[src/wlcs_map.svh]
/*
 * constants of the watch / lcd clock configuration block:
 * register address, field positions, reset value, codes.
 * assumes inclusion by bare name from the package and modules.
 */
`ifndef WLCS_MAP_SVH
`define WLCS_MAP_SVH
`define WLCS_CFG_ADDR      32'hFFFFF836
`define WLCS_PROT_CMD_ADDR 32'hFFFFF800
`define WLCS_PROT_STS_ADDR 32'hFFFFF802
`define WLCS_PROT_KEY      8'hA5
`define WLCS_CFG_RESET     8'h00
`define WLCS_CFG_WMASK     8'h77
`define WLCS_DIV_LSB       4
`define WLCS_DIV_MSB       6
`define WLCS_SRC_OPT_BIT   2
`define WLCS_HALF_BIT      1
`define WLCS_SRC_SEL_BIT   0
`define WLCS_DIV_W         3
`define WLCS_CNT_W         8
`endif

[src/wlcs_pkg.sv]
/*
 * types of the watch / lcd clock configuration block.
 * assumes wlcs_map.svh is on the include path.
 */
`include "wlcs_map.svh"
package wlcs_pkg;
	// source codes as {source_option_bit, source_select_bit}
	typedef enum logic [1:0] {
		WLCS_SRC_INTERNAL = 2'h0,
		WLCS_SRC_MAIN     = 2'h1,
		WLCS_SRC_SUB      = 2'h2,
		WLCS_SRC_BAD      = 2'h3
	} wlcs_src_type;
	// protection sequence states, gray along the usual path
	typedef enum logic [1:0] {
		WLCS_P_IDLE  = 2'h0,
		WLCS_P_ARMED = 2'h1
	} wlcs_prot_type;
	typedef struct packed {
		logic [31:0] addr;
		logic        wr;
		logic        rd;
		logic [7:0]  wdata;
	} wlcs_bus_type;
	typedef struct packed {
		logic [`WLCS_DIV_W-1:0] div;
		logic                   half;
		wlcs_src_type           src;
	} wlcs_cfg_type;
endpackage

[src/wlcs_divider.sv]
/*
 * power-of-two enable divider: emits a one-cycle enable per
 * 2^div ticks of src_tick, and a half-rate enable beside it.
 * assumes src_tick is a one-cycle pulse on clk.
 */
`timescale 1ns/1ns
module wlcs_divider
	import wlcs_pkg::*;
(
	input  wire logic                   clk,      // system clock
	input  wire logic                   sys_rst,  // sync reset, high
	input  wire logic                   src_tick, // source enable
	input  wire logic [`WLCS_DIV_W-1:0] div,      // log2 of ratio
	output logic                        lcd_en,   // lcd clock enable
	output logic                        half_en   // lcd enable / 2
);
	typedef struct packed {
		logic [`WLCS_CNT_W-1:0] cnt;
		logic                   tog;
		logic                   lcd;
		logic                   half;
	} wlcs_div_st_type;
	wlcs_div_st_type st_q, st_d;
	logic [`WLCS_CNT_W-1:0] lim;

	// limit is ratio minus one; code 0 passes every tick
	always_comb begin
		lim = (`WLCS_CNT_W'(1) << div) - `WLCS_CNT_W'(1);
		st_d = st_q;
		st_d.lcd = 1'b0;
		st_d.half = 1'b0;
		if (src_tick) begin
			if (st_q.cnt >= lim) begin
				st_d.cnt = '0;
				st_d.lcd = 1'b1;
				st_d.tog = ~st_q.tog;
				st_d.half = st_q.tog;
			end else begin
				st_d.cnt = st_q.cnt + `WLCS_CNT_W'(1);
			end
		end
	end

	always_ff @(posedge clk) begin
		if (sys_rst) begin
			st_q <= '0;
		end else begin
			st_q <= st_d;
		end
	end

	assign lcd_en = st_q.lcd;
	assign half_en = st_q.half;
endmodule

[src/wlcs_top.sv]
/*
 * watch / lcd clock configuration register with protected,
 * write-once access, plus the enable divider it steers.
 * assumes oscillator ticks are one-cycle pulses already on clk
 * and that the cpu bus is synchronous to clk.
 */
// Summary of operation
// - config register is eight bits, accessed as whole byte only
// - only one accepted write after power-on or external reset
// - writes need the key sequence; a broken sequence sets error
// - sequenced write after lock is dropped, error stays zero
// - error flag marks sequence violations only, not repeats
// - register clears to 00 only on power-on or external reset
// - bits 7 and 3 read zero; writes to them ignored
// - bits 6..4 divide the source by two to the code
// - bit 1 set halves the watch clock relative to lcd clock
// - bits 2 and 0 pick internal, sub or main source
`timescale 1ns/1ns
module wlcs_top
	import wlcs_pkg::*;
(
	input  wire logic       clk,         // 10 MHz system clock
	input  wire logic       sys_rst,     // poc or external reset
	input  wire logic [31:0] bus_addr,   // byte address
	input  wire logic       bus_wr,      // write strobe
	input  wire logic       bus_rd,      // read strobe
	input  wire logic       bus_byte,    // access is 8-bit wide
	input  wire logic [7:0] bus_wdata,   // write data
	input  wire logic       clr_err,     // clear error, from status
	input  wire logic       int_tick,    // internal osc tick
	input  wire logic       sub_tick,    // sub osc tick
	input  wire logic       main_tick,   // main osc tick
	output logic [7:0]      bus_rdata,   // read data
	output logic            prot_err,    // protection_error_flag
	output logic [7:0]      cfg_out,     // register contents
	output logic            lcd_clock,   // lcd clock enable
	output logic            watch_timer_clock // watch clock enable
);
	typedef struct packed {
		logic [7:0]    cfg;
		logic          locked;
		logic          err;
		wlcs_prot_type prot;
		logic [7:0]    rdata;
		logic          tick;
		logic          lcd;
		logic          wt;
	} wlcs_st_type;
	wlcs_st_type st_q, st_d;
	wlcs_bus_type bus;
	wlcs_cfg_type cfg;
	logic lcd_en, half_en;
	logic hit_cfg, hit_cmd, hit_sts;

	assign bus = '{addr: bus_addr, wr: bus_wr, rd: bus_rd,
		wdata: bus_wdata};
	assign hit_cfg = (bus.addr == `WLCS_CFG_ADDR) && bus_byte;
	assign hit_cmd = (bus.addr == `WLCS_PROT_CMD_ADDR);
	assign hit_sts = (bus.addr == `WLCS_PROT_STS_ADDR);
	assign cfg.div = st_q.cfg[`WLCS_DIV_MSB:`WLCS_DIV_LSB];
	assign cfg.half = st_q.cfg[`WLCS_HALF_BIT];
	assign cfg.src = wlcs_src_type'({st_q.cfg[`WLCS_SRC_OPT_BIT],
		st_q.cfg[`WLCS_SRC_SEL_BIT]});

	// lcd/watch divider chain fed by the selected source
	wlcs_divider u_div (
		.clk      (clk),
		.sys_rst  (sys_rst),
		.src_tick (st_q.tick),
		.div      (cfg.div),
		.lcd_en   (lcd_en),
		.half_en  (half_en)
	);

	// protection sequence, write-once lock, source mux, read port
	always_comb begin
		st_d = st_q;
		// source mux; prohibited code gives no clock at all
		case (cfg.src)
			WLCS_SRC_INTERNAL: st_d.tick = int_tick;
			WLCS_SRC_SUB:      st_d.tick = sub_tick;
			WLCS_SRC_MAIN:     st_d.tick = main_tick;
			default:           st_d.tick = 1'b0;
		endcase
		st_d.lcd = lcd_en;
		st_d.wt = cfg.half ? half_en : lcd_en;
		if (clr_err) begin
			st_d.err = 1'b0;
		end
		case (st_q.prot)
			WLCS_P_IDLE: begin
				if (bus.wr && hit_cmd && bus.wdata == `WLCS_PROT_KEY) begin
					st_d.prot = WLCS_P_ARMED;
				end else if (bus.wr && hit_cfg) begin
					st_d.err = 1'b1;
				end
			end
			WLCS_P_ARMED: begin
				// any write after the key ends the sequence
				if (bus.wr) begin
					st_d.prot = WLCS_P_IDLE;
					if (hit_cfg) begin
						// repeat writes are dropped silently
						if (!st_q.locked) begin
							st_d.cfg = bus.wdata & `WLCS_CFG_WMASK;
							st_d.locked = 1'b1;
						end
					end else begin
						st_d.err = 1'b1;
					end
				end
			end
			default: st_d.prot = WLCS_P_IDLE;
		endcase
		st_d.rdata = 8'h00;
		if (bus.rd && hit_cfg) begin
			st_d.rdata = st_q.cfg;
		end else if (bus.rd && hit_sts) begin
			st_d.rdata = {7'h00, st_q.err};
		end
	end

	// only poc or external reset lands here
	always_ff @(posedge clk) begin
		if (sys_rst) begin
			st_q <= '0;
			st_q.cfg <= `WLCS_CFG_RESET;
		end else begin
			st_q <= st_d;
		end
	end

	assign bus_rdata = st_q.rdata;
	assign prot_err = st_q.err;
	assign cfg_out = st_q.cfg;
	assign lcd_clock = st_q.lcd;
	assign watch_timer_clock = st_q.wt;
endmodule
[config.mk]
export PLATFORM = sky130hd
export DESIGN_NAME = wlcs_top
export DESIGN_NICKNAME = d
export VERILOG_FILES = /design/src/wlcs_pkg.sv /design/src/wlcs_divider.sv /design/src/wlcs_top.sv
export VERILOG_INCLUDE_DIRS = /design/src
export SDC_FILE = /design/constraint.sdc
export NUM_CORES = 1
export LEC_CHECK = 0
export CAP_MARGIN = 20
export CORE_ASPECT_RATIO = 1.4
export CORE_UTILIZATION = 25
export CTS_CLUSTER_DIAMETER = 50
export DETAILED_ROUTE_END_ITERATION = 12
export DONT_BUFFER_PORTS = 1
export GPL_ROUTABILITY_DRIVEN = 0
export PLACE_DENSITY = 0.43
export SKIP_LAST_GASP = 1
export SYNTH_ARGS = -nofsm -noshare
export SYNTH_HDL_FRONTEND = slang
export SYNTH_SLANG_ARGS = --single-unit
[constraint.sdc]
create_clock -name clk -period 2 [get_ports clk]
set_input_delay 0.4 -clock clk [delete_from_list [all_inputs] [get_ports clk]]
set_output_delay 0.4 -clock clk [all_outputs]
set_load 0.005 [all_outputs]
==> results.cfg <==
[power]
combPwrFrac_pct = 4.9
power_density_nw_per_um2 = 647
intPower_mw = 0.882
seqPwrFrac_pct = 52.1
total_power_mw = 1.13
p_switching_mw = 0.251
p_clk_share_pct = 43.0
p_sw_share_pct = 22.1
p_leak_nw = 0.627
ir_drop_mv = 0.228

[sta]
hold_ws_ps = 183
maxSlewViolCount = 0
post-route-period-util_pct = 97.0
fmax_mhz = 515
setup_violations = 0
hold_viol = 0
worst_slack_ps = 59.5
finalCriticalPeriod_ps = 1940
grt_setup_unrepaired = yes
skew_ps = 8.42
fin_tns_setup_ps = 0

[worst_setup_path]
cp_max_fo = 8
start_kind = register
cp.required_ps = 2220
r2r_end = u_div.st_q[6]
crit_type = register to register
arrival_ps = 2160
reg2reg_depth = 7
r2r-start = cfg_out[6]
end_kind = register
rrSetupSlack_ps = 60

[clock_tree]
cts-root-buf = clkbuf_8
cts.sinks = 29
worstSkewPairLatency_ps = 280
htreeDepth = 2
cts_tree = done
cts.path.max_buffers = 2
cts.reportedPaths.clkPinSlew_ps = 60
cts_buffers = 5
post-cts-setup-buffer-count = 0

[global_routing]
overflow = 0
track_usage_pct = 11.1
grt_max_degree = 16
antenna_found_initial = 0
grt_pass1_vias = 1185
grt_pass1_wl_mm = 5.69

[cells_and_area]
final_core_util_pct = 29.3
final_nets = 241
multiInputGateArea_um2 = 916
diodes = 0
syn_to_final_growth_pct = 10.8
fillers = 633
layout-drive-gt1-share_pct = 15.8
register_area_um2 = 583

[detailed_routing]
drtIter0Drc = 39
via_count = 1213
viasPerCell = 4.79
wl_mm = 3.48
wl_per_cell_um = 13.8
ant_nets = 0
drc = 0
drt_pass1_iterations = 4

[die]
ioPinCount = 68
num_rows = 33
dieArea_um2 = 6650
die_height_um = 96.1
initial_core_util_pct = 26.4
core_um2 = 5990
die_width_um = 69.2

[hold_path]
holdPathEnd = st_q[11]
whs_path_depth = 1
hold_path.startpoint = sys_rst
hold_class = primary input to register

[synthesis]
synth-seq-cells = 29
syn_area_per_cell_um2 = 8.60
synth_cell_type_count = 36
yosysWarnings = 0
synthCells = 184
synth_ff_type = dfxtp_1
synth_seq_area_share_pct = 36.7
syn_area_um2 = 1580
ys_async_sr_fraction_pct = 0
synth_edf_count = 0

[place]
pre_cts_slack_ps = -24.8
place_hpwl_mm = 2.80
portBuffers = 0

[job]
drv_cap = 0

[status]
outcome = complete, no violations
[sequential cells by signal, summed over array words and instances, names as in the netlist]
signal and cells:
bus_rdata 6, cfg_out 6, lcd_clock 1, prot_err 1, st_q 3, u_div.half_en 1
u_div.lcd_en 1, u_div.st_q 9, watch_timer_clock 1
[layout by cell type (no fill, tap or decap), drive strengths merged, types with 4 or more instances in the layout]
cell / count
clkbuf: 7
inv: 4
nor2: 23
buf: 8
conb: 5
nand4: 10
a21oi: 6
nand3: 6
ha: 9
nor4: 4
nand2: 25
and2: 4
mux2i: 9
nand2b: 4
xor2: 4
dfxtp: 29
[timing repair]
| item | 4_1_cts | 5_1_grt |
|---|---|---|
| endpoints found under the setup margin | 9 | 9 |
| hold buffers | 0 | 0 |
| resized for setup | 2 | 10 |
| endpoints found under the hold margin | 0 | 0 |
| pin swaps | 4 | 11 |
[worst max path at each step]
stage	startpoint	endpoint	cells past startpoint
after floorplan	cfg_out[6]	u_div.st_q[2]	7
after global routing	cfg_out[6]	u_div.st_q[6]	7
after CTS	cfg_out[4]	u_div.st_q[2]	7
after detailed placement	cfg_out[6]	u_div.st_q[7]	7
after global placement	cfg_out[6]	u_div.st_q[10]	7
final	cfg_out[6]	u_div.st_q[6]	7
[worst max-delay path, stage by stage, from the launching register on]
cell      delay [ps]
dfxtp_2          320
or3_1            370
ha_1             290
nand2b_4         140
a21oi_2          140
o21ai_2           90
a311o_2          410
nor2_1           120
[power groups by stage]
stage | combinational (mW) | clock [mW] | sequential (mW)
6_report | 0.0552 | 0.487 | 0.590
5_1_grt | 0.0627 | 0.533 | 0.591
4_1_cts | 0.0511 | 0.503 | 0.591
3_5_place_dp | 0.0508 | 0 | 0.604
3_3_place_gp | 0.0497 | 0 | 0.603
2_1_floorplan | 0.0517 | 0 | 0.600
[kinds of logic (layout without fill, tap and decap cells)]
kind of cell | after synthesis | count (layout) | synth area share [%]
AND/OR/NAND/NOR | 89 | 89 | 30.5
flip-flops | 29 | 29 | 36.7
buffers and inverters | 23 | 19 | 9.26
AO/OA/AOI/OAI | 15 | 15 | 5.70
multiplexers | 10 | 10 | 6.41
adder cells (fa/ha/maj) | 9 | 9 | 7.12
XOR/XNOR | 7 | 7 | 3.88
other | 2 | 5 | 0.475
[routing by layer]
layer | part of all wire [%] | vias to the layer above | track usage (%) | routed length [um]
li1 | - | 613 | - | -
met1 | 40 | 567 | 11.7 | 1400
met2 | 52 | 27 | 19.2 | 1810
met3 | 6.6 | 6 | 5.03 | 230
met4 | 1.3 | 0 | 4.59 | 44
met5 | 0 | - | 0 | 0
[cells in the mapped netlist, drive strengths merged, types with 2 or more instances]
| master | n | area share [%] |
|---|---|---|
| xor2 | 4 | 2.2 |
| nor4 | 4 | 3.5 |
| a31oi | 2 | 0.79 |
| and3 | 2 | 0.79 |
| dfxtp | 29 | 37 |
| xnor2 | 3 | 1.7 |
| conb | 2 | 0.47 |
| or3 | 3 | 1.5 |
| nand3 | 6 | 1.9 |
| nand4 | 10 | 4.0 |
| clkbuf | 2 | 0.47 |
| nor3 | 3 | 1.7 |
| ha | 9 | 7.1 |
| nor2 | 23 | 5.5 |
| buf | 17 | 7.8 |
| and2 | 4 | 1.6 |
| nand2b | 4 | 1.6 |
| nor2b | 2 | 0.79 |
| a21oi | 6 | 1.9 |
| nand2 | 25 | 6.1 |
| inv | 4 | 0.95 |
| o21ai | 3 | 0.95 |
| mux2i | 9 | 5.7 |
[area by class of cell]
cell class | instances | area share [%]
Tap cell | 70 | 5.00
Clock buffer | 7 | 4.93
Timing Repair Buffer | 8 | 3.64
Sequential cell | 29 | 33.3
Multi-Input combinational cell | 135 | 52.3
Inverter | 4 | 0.857
[through the flow]
step,instances,area (um^2)
6_report,253,1750
5_1_grt,253,1750
4_1_cts,253,1700
3_5_place_dp,246,1610
3_3_place_gp,246,1610
2_1_floorplan,187,1590
Note: power is estimated with default switching activity, not from simulation.
